[config.mk]
export PLATFORM = sky130hd
export DESIGN_NAME = jsf_monitor
export DESIGN_NICKNAME = d
export VERILOG_FILES = /design/src/common/jsf_pkg.sv /design/src/design/jsf_monitor.sv
export SDC_FILE = /design/constraint.sdc
export NUM_CORES = 1
export LEC_CHECK = 0
export ABC_AREA = 1
export BUFFER_PORTS_ARGS = -buffer_cell sky130_fd_sc_hd__buf_2
export CAP_MARGIN = 20
export CORE_ASPECT_RATIO = 1.25
export CORE_MARGIN = 2
export CORE_UTILIZATION = 34
export CTS_CLUSTER_SIZE = 25
export DETAILED_ROUTE_END_ITERATION = 10
export GPL_TIMING_DRIVEN = 0
export HOLD_SLACK_MARGIN = 0.1
export PLACE_DENSITY = 0.59
export SYNTH_ARGS = -nofsm -noshare
export SYNTH_HDL_FRONTEND = slang
export SYNTH_SLANG_ARGS = --single-unit
[constraint.sdc]
create_clock -name clk -period 2.1 [get_ports clk]
set_input_delay 0 -clock clk [delete_from_list [all_inputs] [get_ports clk]]
set_output_delay 0 -clock clk [all_outputs]
set_load 0.05 [all_outputs]
[src/common/jsf_pkg.sv]
// constants for the encoder status and fifo monitor register bank
// assumes one clock, word-indexed registers on a 32-bit wishbone bus
// Functional notes
// watermark field at bits 5:4 codes fifo fill quarters 00 to 11.
// writing one to bit 4 of main status clears the watermark.
// bits 7:6 report quantization set 0..2; code 11 never appears.
// main status bits 15:8 show length count bits 23:16.
// separate read-only register shows length bits 15:0 of the 24-bit count.
// on output fifo overflow the length count freezes at bytes already sent.
// fullness code 000 empty, 001, 011, 010, 110 by fill quarter.
// front-end config register bit 0 selects composition, zero means 4:2:2.
// fullness code refreshed every cycle and only legal codes appear.
package jsf_pkg;

  // register indices, byte address is four times the index
  localparam logic [5:0] IDX_STATUS_MAIN  = 6'h02;
  localparam logic [5:0] IDX_LEN_LOW      = 6'h03;
  localparam logic [5:0] IDX_FULLNESS     = 6'h04;
  localparam logic [5:0] IDX_FRONT_CFG    = 6'h05;
  localparam logic [5:0] IDX_IRQ_STATUS   = 6'h08;
  localparam logic [5:0] IDX_IRQ_MASK     = 6'h09;

  // field positions in main status
  localparam int WM_LSB     = 4;
  localparam int QSET_LSB   = 6;
  localparam int LENHI_LSB  = 8;
  localparam int WM_CLR_BIT = 4;

  // widths
  localparam int LEN_W = 24;
  localparam int CFG_W = 6;
  localparam int IRQ_W = 2;

  // interrupt status bit positions
  localparam int IRQ_OVF_BIT = 0;
  localparam int IRQ_WM_BIT  = 1;

  // values after reset, and the length count limit
  localparam logic [LEN_W-1:0] LEN_RST  = 24'h000000;
  localparam logic [CFG_W-1:0] CFG_RST  = 6'h00;
  localparam logic [1:0]       WM_RST   = 2'h0;
  localparam logic [1:0]       QSET_RST = 2'h0;
  localparam logic [2:0]       FULL_RST = 3'h0;
  localparam logic [IRQ_W-1:0] IRQ_RST  = 2'h0;
  localparam logic [LEN_W-1:0] LEN_MAX  = 24'hFFFFFF;

  // quantization set code left reserved
  localparam logic [1:0] QSET_RSVD = 2'h3;

  // fullness codes
  localparam logic [2:0] FULL_EMPTY = 3'h0;
  localparam logic [2:0] FULL_Q0    = 3'h1;
  localparam logic [2:0] FULL_Q1    = 3'h3;
  localparam logic [2:0] FULL_Q2    = 3'h2;
  localparam logic [2:0] FULL_Q3    = 3'h6;

  // watermark codes
  localparam logic [1:0] WM_TOP = 2'h3;

endpackage

[src/design/jsf_monitor.sv]
// status, fifo monitor and front-end config registers of the jpeg encoder
// assumes encoder and fifo strobes are on clk; wishbone classic slave
//
// The Wishbone slave port is this design's own decision.
`timescale 1ns/1ps
module jsf_monitor #(
  parameter int DEPTH = 1024
) (
  // clock and reset
  input  wire logic                    clk,
  input  wire logic                    rst,
  // wishbone classic slave
  input  wire logic                    wb_cyc_i,
  input  wire logic                    wb_stb_i,
  input  wire logic                    wb_we_i,
  input  wire logic [7:0]              wb_adr_i,
  input  wire logic [3:0]              wb_sel_i,
  input  wire logic [31:0]             wb_dat_i,
  output logic      [31:0]             wb_dat_o,
  output logic                         wb_ack_o,
  // encoder and fifo side
  input  wire logic [$clog2(DEPTH+1)-1:0] fifo_level,
  input  wire logic                    fifo_overflow,
  input  wire logic                    byte_sent,
  input  wire logic                    frame_start,
  input  wire logic [1:0]              quant_set_select,
  // configuration and interrupt
  output logic [jsf_pkg::CFG_W-1:0]    front_end_config,
  output logic                         irq
);

  localparam int LVL_W = $clog2(DEPTH+1);
  localparam int CMP_W = LVL_W + 3;
  localparam logic [CMP_W-1:0] TH1 = CMP_W'(DEPTH);
  localparam logic [CMP_W-1:0] TH2 = CMP_W'(2 * DEPTH);
  localparam logic [CMP_W-1:0] TH3 = CMP_W'(3 * DEPTH);

  // state
  logic [1:0]                  wm;
  logic [1:0]                  qset;
  logic [jsf_pkg::LEN_W-1:0]   len;
  logic                        frozen;
  logic [2:0]                  full_code;
  logic [jsf_pkg::IRQ_W-1:0]   irq_status;
  logic [jsf_pkg::IRQ_W-1:0]   irq_mask;

  // next values
  logic [1:0]                  next_wm;
  logic [1:0]                  next_qset;
  logic [jsf_pkg::LEN_W-1:0]   next_len;
  logic                        next_frozen;
  logic [2:0]                  next_full_code;
  logic [jsf_pkg::IRQ_W-1:0]   next_irq_status;
  logic [jsf_pkg::IRQ_W-1:0]   next_irq_mask;
  logic [jsf_pkg::CFG_W-1:0]   next_front_end_config;
  logic                        next_irq;
  logic [31:0]                 next_dat;
  logic                        next_ack;

  // decoded bus terms
  logic [5:0]                  idx;
  logic                        req;
  logic                        wr_now;
  logic                        rd_now;
  logic                        wm_clr;
  logic [1:0]                  cur_q;
  logic [CMP_W-1:0]            lvl4;

  // bus decode, a write lands on the edge that sees ack, a read clears where its data is captured
  assign idx    = wb_adr_i[7:2];
  assign req    = wb_cyc_i & wb_stb_i;
  assign wr_now = req & wb_we_i & wb_ack_o;
  assign rd_now = req & ~wb_we_i & ~wb_ack_o; // clearing later would drop an event caught after the capture
  assign wm_clr = wr_now & wb_sel_i[0] & (idx == jsf_pkg::IDX_STATUS_MAIN)
                  & wb_dat_i[jsf_pkg::WM_CLR_BIT];
  assign lvl4   = CMP_W'({fifo_level, 2'b00});

  // fill quarter of the fifo right now
  always_comb begin
    if (lvl4 < TH1) begin
      cur_q = 2'h0;
    end else if (lvl4 < TH2) begin
      cur_q = 2'h1;
    end else if (lvl4 < TH3) begin
      cur_q = 2'h2;
    end else begin
      cur_q = 2'h3;
    end
  end

  // fullness code from occupancy, refreshed each cycle
  always_comb begin
    if (fifo_level == '0) begin
      next_full_code = jsf_pkg::FULL_EMPTY;
    end else begin
      unique case (cur_q)
        2'h0: next_full_code = jsf_pkg::FULL_Q0;
        2'h1: next_full_code = jsf_pkg::FULL_Q1;
        2'h2: next_full_code = jsf_pkg::FULL_Q2;
        2'h3: next_full_code = jsf_pkg::FULL_Q3;
      endcase
    end
  end

  always_ff @(posedge clk or posedge rst) begin
    if (rst) begin
      full_code <= jsf_pkg::FULL_RST;
    end else begin
      full_code <= next_full_code;
    end
  end

  // watermark keeps the highest quarter reached, and quant set
  always_comb begin
    if (wm_clr) begin
      next_wm = cur_q;
    end else if (cur_q > wm) begin
      next_wm = cur_q;
    end else begin
      next_wm = wm;
    end
    if (quant_set_select == jsf_pkg::QSET_RSVD) begin
      next_qset = qset;
    end else begin
      next_qset = quant_set_select;
    end
  end

  always_ff @(posedge clk or posedge rst) begin
    if (rst) begin
      wm   <= jsf_pkg::WM_RST;
      qset <= jsf_pkg::QSET_RST;
    end else begin
      wm   <= next_wm;
      qset <= next_qset;
    end
  end

  // length count, frozen by overflow until next frame
  always_comb begin
    next_len    = len;
    next_frozen = frozen;
    if (frame_start) begin
      next_len    = jsf_pkg::LEN_RST;
      next_frozen = 1'b0;
    end else if (fifo_overflow) begin
      next_frozen = 1'b1;
    end else if (byte_sent && !frozen && len != jsf_pkg::LEN_MAX) begin
      next_len = len + 24'h000001;
    end
  end

  always_ff @(posedge clk or posedge rst) begin
    if (rst) begin
      len    <= jsf_pkg::LEN_RST;
      frozen <= 1'b0;
    end else begin
      len    <= next_len;
      frozen <= next_frozen;
    end
  end

  // config, mask and sticky interrupt status; set wins over read clear
  always_comb begin
    next_front_end_config = front_end_config;
    next_irq_mask         = irq_mask;
    next_irq_status       = irq_status;
    if (wr_now && wb_sel_i[0] && idx == jsf_pkg::IDX_FRONT_CFG) begin
      next_front_end_config = wb_dat_i[jsf_pkg::CFG_W-1:0];
    end
    if (wr_now && wb_sel_i[0] && idx == jsf_pkg::IDX_IRQ_MASK) begin
      next_irq_mask = wb_dat_i[jsf_pkg::IRQ_W-1:0];
    end
    if (rd_now && idx == jsf_pkg::IDX_IRQ_STATUS) begin
      next_irq_status = '0;
    end
    if (fifo_overflow && !frozen) begin
      next_irq_status[jsf_pkg::IRQ_OVF_BIT] = 1'b1;
    end
    if (next_wm == jsf_pkg::WM_TOP && wm != jsf_pkg::WM_TOP) begin
      next_irq_status[jsf_pkg::IRQ_WM_BIT] = 1'b1;
    end
    next_irq = |(next_irq_status & next_irq_mask);
  end

  always_ff @(posedge clk or posedge rst) begin
    if (rst) begin
      front_end_config <= jsf_pkg::CFG_RST;
      irq_mask         <= jsf_pkg::IRQ_RST;
      irq_status       <= jsf_pkg::IRQ_RST;
      irq              <= 1'b0;
    end else begin
      front_end_config <= next_front_end_config;
      irq_mask         <= next_irq_mask;
      irq_status       <= next_irq_status;
      irq              <= next_irq;
    end
  end

  // read mux, data captured with ack, unmapped reads zero
  always_comb begin
    next_ack = req & ~wb_ack_o;
    next_dat = 32'h00000000;
    if (next_ack && !wb_we_i) begin
      unique case (idx)
        jsf_pkg::IDX_STATUS_MAIN: begin
          next_dat[jsf_pkg::WM_LSB +: 2]    = wm;
          next_dat[jsf_pkg::QSET_LSB +: 2]  = qset;
          next_dat[jsf_pkg::LENHI_LSB +: 8] = len[23:16];
        end
        jsf_pkg::IDX_LEN_LOW: begin
          next_dat[15:0] = len[15:0];
        end
        jsf_pkg::IDX_FULLNESS: begin
          next_dat[2:0] = full_code;
        end
        jsf_pkg::IDX_FRONT_CFG: begin
          next_dat[jsf_pkg::CFG_W-1:0] = front_end_config;
        end
        jsf_pkg::IDX_IRQ_STATUS: begin
          next_dat[jsf_pkg::IRQ_W-1:0] = irq_status;
        end
        jsf_pkg::IDX_IRQ_MASK: begin
          next_dat[jsf_pkg::IRQ_W-1:0] = irq_mask;
        end
        default: begin
          next_dat = 32'h00000000;
        end
      endcase
    end
  end

  always_ff @(posedge clk or posedge rst) begin
    if (rst) begin
      wb_ack_o <= 1'b0;
      wb_dat_o <= 32'h00000000;
    end else begin
      wb_ack_o <= next_ack;
      wb_dat_o <= next_dat;
    end
  end

  // checks on the bus answer
  ack_single_pulse_a: assert property (@(posedge clk) disable iff (rst)
    wb_ack_o |=> !wb_ack_o)
    else $error("ack held longer than one cycle");

  ack_one_cycle_a: assert property (@(posedge clk) disable iff (rst)
    (wb_cyc_i && wb_stb_i && !wb_ack_o) |=> wb_ack_o)
    else $error("ack not given one cycle after request");

  // checks on fullness code
  full_legal_a: assert property (@(posedge clk) disable iff (rst)
    full_code inside {3'h0, 3'h1, 3'h3, 3'h2, 3'h6})
    else $error("illegal fullness code");

  full_empty_a: assert property (@(posedge clk) disable iff (rst)
    (fifo_level == '0) |=> (full_code == 3'h0))
    else $error("empty fifo not coded 000");

  full_top_a: assert property (@(posedge clk) disable iff (rst)
    (lvl4 >= TH3) |=> (full_code == 3'h6))
    else $error("top quarter not coded 110");

  // checks on watermark and quant set
  wm_clear_a: assert property (@(posedge clk) disable iff (rst)
    wm_clr |=> (wm == $past(cur_q)))
    else $error("watermark not cleared to current level");

  wm_hold_a: assert property (@(posedge clk) disable iff (rst)
    !wm_clr |=> (wm >= $past(wm)) && (wm >= $past(cur_q)))
    else $error("watermark dropped without clear");

  qset_legal_a: assert property (@(posedge clk) disable iff (rst)
    qset != 2'h3)
    else $error("reserved quant set reported");

  // checks on the length count
  len_frozen_a: assert property (@(posedge clk) disable iff (rst)
    (fifo_overflow && !frame_start) ##1 (!frame_start) [*2] |-> $stable(len))
    else $error("length moved after overflow");

  len_count_a: assert property (@(posedge clk) disable iff (rst)
    (byte_sent && !frozen && !fifo_overflow && !frame_start && len != 24'hFFFFFF)
    |=> (len == $past(len) + 24'h000001))
    else $error("length did not count a sent byte");

  len_high_read_a: assert property (@(posedge clk) disable iff (rst)
    (wb_cyc_i && wb_stb_i && !wb_we_i && !wb_ack_o && idx == 6'h02)
    |=> (wb_dat_o[15:8] == $past(len[23:16])))
    else $error("high length byte wrong on read");

  // checks on config and interrupt
  cfg_write_a: assert property (@(posedge clk) disable iff (rst)
    (wr_now && wb_sel_i[0] && idx == 6'h05)
    |=> (front_end_config == $past(wb_dat_i[5:0])))
    else $error("config write not taken");

  irq_level_a: assert property (@(posedge clk) disable iff (rst)
    irq == |(irq_status & irq_mask))
    else $error("irq not matching masked status");

endmodule // jsf_monitor

=== Word level (Yosys, flattened, before mapping) ===
Cells that the tools add are included.

* $add $sub $neg: 1
* Reduce and logical (&&, ||, !) cells: 17
* Multiplexer cells: 22
* $lt $le $gt $ge: 4
* Bitwise operators: 12
* Equality and inequality tests: 14

{| class="wikitable"
|+ Operators with widths
! operator !! count
|-
| $mux 24 || 3
|-
| $lt 13x12->1 const B || 2
|-
| $add 24x1->24 const B || 1
|-
| $ne 24x24->1 const B || 1
|-
| $pmux 10 s2 || 1
|-
| $mux 16 || 1
|-
| $lt 13x11->1 const B || 1
|-
| $eq 6x2->1 const B || 2
|-
| $eq 6x3->1 const B || 2
|-
| $eq 6x4->1 const B || 2
|-
| $mux 2 || 6
|-
| $pmux 3 s4 || 1
|-
| $logic_not 11->1 || 1
|-
| $pmux 2 s5 || 1
|-
| $and 1x1->1 || 9
|-
| $logic_and 1x1->1 || 9
|-
| $eq 2x2->1 const B || 4
|-
| $pmux 2 s3 || 1
|-
| $mux 1 || 5
|-
| $reduce_bool 2->1 || 2
|-
| $mux 3 || 1
|-
| $pmux 1 s3 || 1
|-
| $and 2x2->2 || 1
|-
| $eq 2x1->1 const B || 1
|-
| 9 further kinds || 11
|}

* Register bits after elaboration: 76
* Word-level logic and storage cells: 81
* Output and inout bits: 40

=== Logic depth before layout (Yosys ltp) ===
* Depth in word-level cells: 12
* Depth in mapped cells: 14

=== Worst setup path after synthesis ===
Ideal clock, no wire load.

* Kind: register to register
* Start: reg len[0] (netlist bit)
* End: reg len[8] (netlist bit)
* Required time: 2.005 ns
* Library setup time: 0.095 ns
* Cell stages (with the launch flop): 13
* Setup slack: 0.495 ns
* Data arrival time: 1.509 ns
* Cells stage by stage: dfrtp_1 > ha_1 > nand2_2 > nor2_4 > nand2_2 > nor2_2 > nand3_2 > nand2_4 > nand2_4 > clkinv_8 > buf_8 > nand2_1 > o31ai_1

* Longest elaborated chain between the ends: 4
* Elaborated cells on any way between the ends: 8

{| class="wikitable"
|+ RTL lines
! element !! RTL line !! source
|-
| from (decl) || jsf_monitor.sv:41 || <nowiki>logic [jsf_pkg::LEN_W-1:0] len;</nowiki>
|-
| from (signal assigned) || jsf_monitor.sv:155 || <nowiki>len <= jsf_pkg::LEN_RST;</nowiki>
|-
| from (signal assigned) || jsf_monitor.sv:158 || <nowiki>len <= next_len;</nowiki>
|-
| $add 24x1->24 or $ne 24x24->1 (tied branches) || jsf_monitor.sv:149, jsf_monitor.sv:148 ||
|-
| $mux 24 or $logic_and 1x1->1 (tied branches) || jsf_monitor.sv:148 || <nowiki>end else if (byte_sent && !frozen && len != jsf_pkg::LEN_MAX) begin</nowiki>
|-
| $mux 24 or $reduce_bool 2->1 (tied branches) || n/a ||
|-
| $mux 24 or $reduce_and 2->1 (tied branches) || n/a ||
|}

Parallel ways exist; a longest one is shown, timed or not. The select of a mux whose other input is x is not followed.
A chain may end at the register's enable or synchronous reset.

=== Worst setup path after layout ===
* Start: in wb_adr_i[2]
* End: reg wb_dat_o[1]

* Longest elaborated chain between the ends: 3
* Elaborated cells on any way between the ends: 7

{| class="wikitable"
|+ RTL lines
! element !! RTL line !! source
|-
| from (decl) || jsf_monitor.sv:16 || <nowiki>input wire logic [7:0] wb_adr_i,</nowiki>
|-
| $eq 6x4->1 (tied with other cells) || jsf_monitor.sv:205 || <nowiki>unique case (idx)</nowiki>
|-
| $pmux 2 s5 * || jsf_monitor.sv:205 ||
|-
| $mux 16 * || jsf_monitor.sv:204 || <nowiki>if (next_ack && !wb_we_i) begin</nowiki>
|-
| via next_dat[1] || jsf_monitor.sv:57 || <nowiki>logic [31:0] next_dat;</nowiki>
|-
| to (signal assigned) || jsf_monitor.sv:239 || <nowiki>wb_dat_o <= next_dat;</nowiki>
|-
| to (decl) || jsf_monitor.sv:19 || <nowiki>output logic [31:0] wb_dat_o,</nowiki>
|}

Mark *: on every way through the listed nets, which the timed path passes. The rest lies on a longest branch.

==> results.sh <==
export IMPL_r2r_cells=12
export IMPL_synth_main_ff_cell="dfrtp_1"
export IMPL_drt_initial_drc_count=162
export IMPL_outcome="completed"
export IMPL_synth_top_cell_by_area="dfrtp_1"
export IMPL_ys_top_cells_by_area="dfrtp_1 43%, nand2_1 13%, nand3_1 5.0%"
export IMPL_finalCritPeriodShare=0.956
export IMPL_cp_data_required_time_ns=2.34
export IMPL_cts_repair_resized=0
export IMPL_h_tree_depth=3
export IMPL_synth_seq_area_share=0.432
export IMPL_grt_first_pass_wirelength_um=15000
export IMPL_max_vdd_ir_drop_v=0.000401
export IMPL_routed_wl_um=8980
export IMPL_antenna_cells=0
export IMPL_worstSetupEndpointType="flop"
export IMPL_die_y_um=117
export IMPL_clk_latency_ns=0.33
export IMPL_post_route_drc_count=0
export IMPL_min_from="wb_we_i"
export IMPL_timing_rr_start="len[0]$_DFFE_PP0P_"
export IMPL_critPathArrivalTime_ns=2.25
export IMPL_tightestPinTransition_ns=0.517
export IMPL_grt_remaining_overflow=0
export IMPL_cts_tree="built"
export IMPL_place_congestion=0.896
export IMPL_die_width_um=94.4
export IMPL_avgSynthCellArea_sq_um=7.75
export IMPL_pre_cts_ws_ns=0.201
export IMPL_max_cap_violations=0
export IMPL_postLayoutSetupSlackWorst_ns=0.0916
export IMPL_layout_drive_gt1_share=0.251
export IMPL_r2r_setup_slack_ns=0.20
export IMPL_syn2layout_area_growth_pct=31.0
export IMPL_cp_start_kind="input pin"
export IMPL_hpwlAfterDp_um=6730
export IMPL_syn_area_sq_mm=0.00347
export IMPL_synth_async_reset_ratio=1.00
export IMPL_cts_max_path_buffers=2
export IMPL_r2r_end="len[8]$_DFFE_PP0P_"
export IMPL_nNetsFinal=626
export IMPL_setup_worst_path_class="input pin to flop"
export IMPL_cts_root_buf="clkbuf_16"
export IMPL_slew_viol_final=0
export IMPL_numCtsBuffers=9
export IMPL_clkSinkCount=60
export IMPL_num_io_pins=105
export IMPL_synth_seq_cells=60
export IMPL_fin_cells=691
export IMPL_portBuffers=57
export IMPL_grt_pass1_vias=3159
export IMPL_postCtsSetupBuffers=0
export IMPL_hold_class="input pin to flop"
export IMPL_rsz0062_at_grt="false"
export IMPL_via_per_inst=4.70
export IMPL_antenna_found_initial=0
export IMPL_hold_depth=4
export IMPL_synth_edf_count=0
export IMPL_synth_cells=448
export IMPL_yosys_top_cells_count="120 x nand2_1, 60 x dfrtp_1, 46 x nor2_1"
export IMPL_fillers=1015
export IMPL_ys_types=37
export IMPL_grt_max_degree=39
export IMPL_p_leak_nw=2.19
export IMPL_max_freq_mhz=498
export IMPL_drtAntennaViolNets=0
export IMPL_finalSetupViolations=0
export IMPL_period_needed_ns=2.01
export IMPL_synth_warnings=0
export IMPL_place_inst=650
export IMPL_vias=3250
export IMPL_drt_first_pass_iters=4
export IMPL_synthDominantCellAreaShare=0.432
export IMPL_critical_path_peak_fanout=4
export IMPL_rows=41
export IMPL_holdPathEnd="wb_dat_o[15]$_DFF_PP0_"
export IMPL_finalHoldViolCount=0
export IMPL_power_density_mw_per_mm2=668
export IMPL_slew_headroom=0.655
export IMPL_clkSlewWorstSetupHoldPaths_ns=0.05
export IMPL_synth_most_common_cell="nand2_1"
export IMPL_start_util=0.347
export IMPL_skew_ns=0.00771
export IMPL_die_area_sq_mm=0.0110
export IMPL_track_usage=0.178
export IMPL_cts_hold_buffers=25
export IMPL_coreArea_sq_mm=0.0100
export IMPL_post_drt_wl_per_cell_um=13.0
routing by layer:
layer  routed length (um)  vias up  part of all wire  track usage
li1                     -     1634                 -            -
met5                    0        -                 0            0
met3                  393       25             0.044       0.0346
met2                 4510      101              0.50        0.308
met1                 3780     1490              0.42        0.208
met4                  290        0             0.032       0.0957
cell usage in the layout (no fill, tap or decap), types with 3 or more instances in the layout:
cell type / netlist / routed
buf_4: 16 / 16
nor3_1: 3 / 3
dfrtp_1: 60 / 60
nor2_1: 46 / 46
a21o_1: 6 / 6
nand4_1: 9 / 9
conb_1: 1 / 16
xor2_1: 7 / 7
o21ai_0: 17 / 17
mux2_2: 3 / 3
nand2_2: 13 / 13
ha_1: 4 / 4
a21oi_1: 14 / 14
buf_2: 3 / 60
o21ai_1: 6 / 6
nor2_2: 9 / 9
clkbuf_1: 2 / 3
inv_1: 39 / 38
nand3_1: 35 / 35
dlygate4sd3_1: 0 / 25
clkbuf_16: 0 / 9
inv_2: 4 / 5
nand2_1: 120 / 120
a31oi_1: 3 / 3
o21ai_2: 9 / 9
cells by family after synthesis:
group,Yosys count,share of synthesized area
mux,3,0.00973
fa+ha+maj,4,0.0144
xor+xnor,7,0.0177
flops,60,0.432
compound gates,61,0.107
buf+inv,68,0.106
other cells,1,0.00108
simple gates,244,0.312
cell type report:
type	instances	area, sq um	area share
clock buffer	12	256	0.0564
tap	129	161	0.0355
multi-input combinational	335	1660	0.365
clock inverter	4	47.5	0.0104
buffer	24	189	0.0415
sequential	60	1500	0.330
inverter	44	178	0.0390
timing repair buffer	83	556	0.122
sequential cells by signal, summed over array words and instances (netlist names):
register / cells
qset: 2
irq_status: 2
len: 24
wm: 2
full_code: 3
wb_dat_o: 16
wb_ack_o: 1
front_end_config: 6
frozen: 1
irq_mask: 2
irq: 1
how the worst max path moves through the flow:
stage,from,to,slack [ns],cells after the start
after floorplan,len[0]$_DFFE_PP0P_,len[8]$_DFFE_PP0P_,0.50,12
final,wb_adr_i[2],wb_dat_o[1]$_DFF_PP0_,0.09,7
after CTS,wb_adr_i[2],wb_dat_o[1]$_DFF_PP0_,0.12,7
after global placement,rst,wm[0]$_DFF_PP0_,-0.21,2
after detailed placement,len[0]$_DFFE_PP0P_,len[8]$_DFFE_PP0P_,0.20,12
after global routing,wb_stb_i,irq$_DFF_PP0_,0.009,10
per-stage QoR:
step / hold slack, ns / TNS (ns) / utilization / instance area, sq um / power (W)
3_3_place_gp: 0.193 / -12.34 / 0.397 / 3980 / 0.00153
6_report: 0.103 / 0 / 0.455 / 4550 / 0.00304
4_1_cts: 0.110 / 0 / 0.455 / 4550 / 0.00307
5_1_grt: 0.145 / 0 / 0.455 / 4550 / 0.00316
2_1_floorplan: 0.0655 / 0 / - / 3530 / 0.00145
3_5_place_dp: 0.0604 / 0 / 0.400 / 4000 / 0.00154
critical path, stage by stage:
cell	delay [ns]
dlygate4sd3_1	0.52
buf_2	0.13
nor2_1	0.20
dlygate4sd3_1	0.59
nand3_1	0.07
dlygate4sd3_1	0.56
a21oi_1	0.18
where the power goes:
part	switching (W)	total [W]	internal [W]
sequential	0.0000198	0.00120	0.00118
clock	0.000509	0.00149	0.000978
combinational	0.000225	0.000356	0.000131
total	0.000754	0.00304	0.00229
No activity file was read; power rests on OpenSTA's default activity.
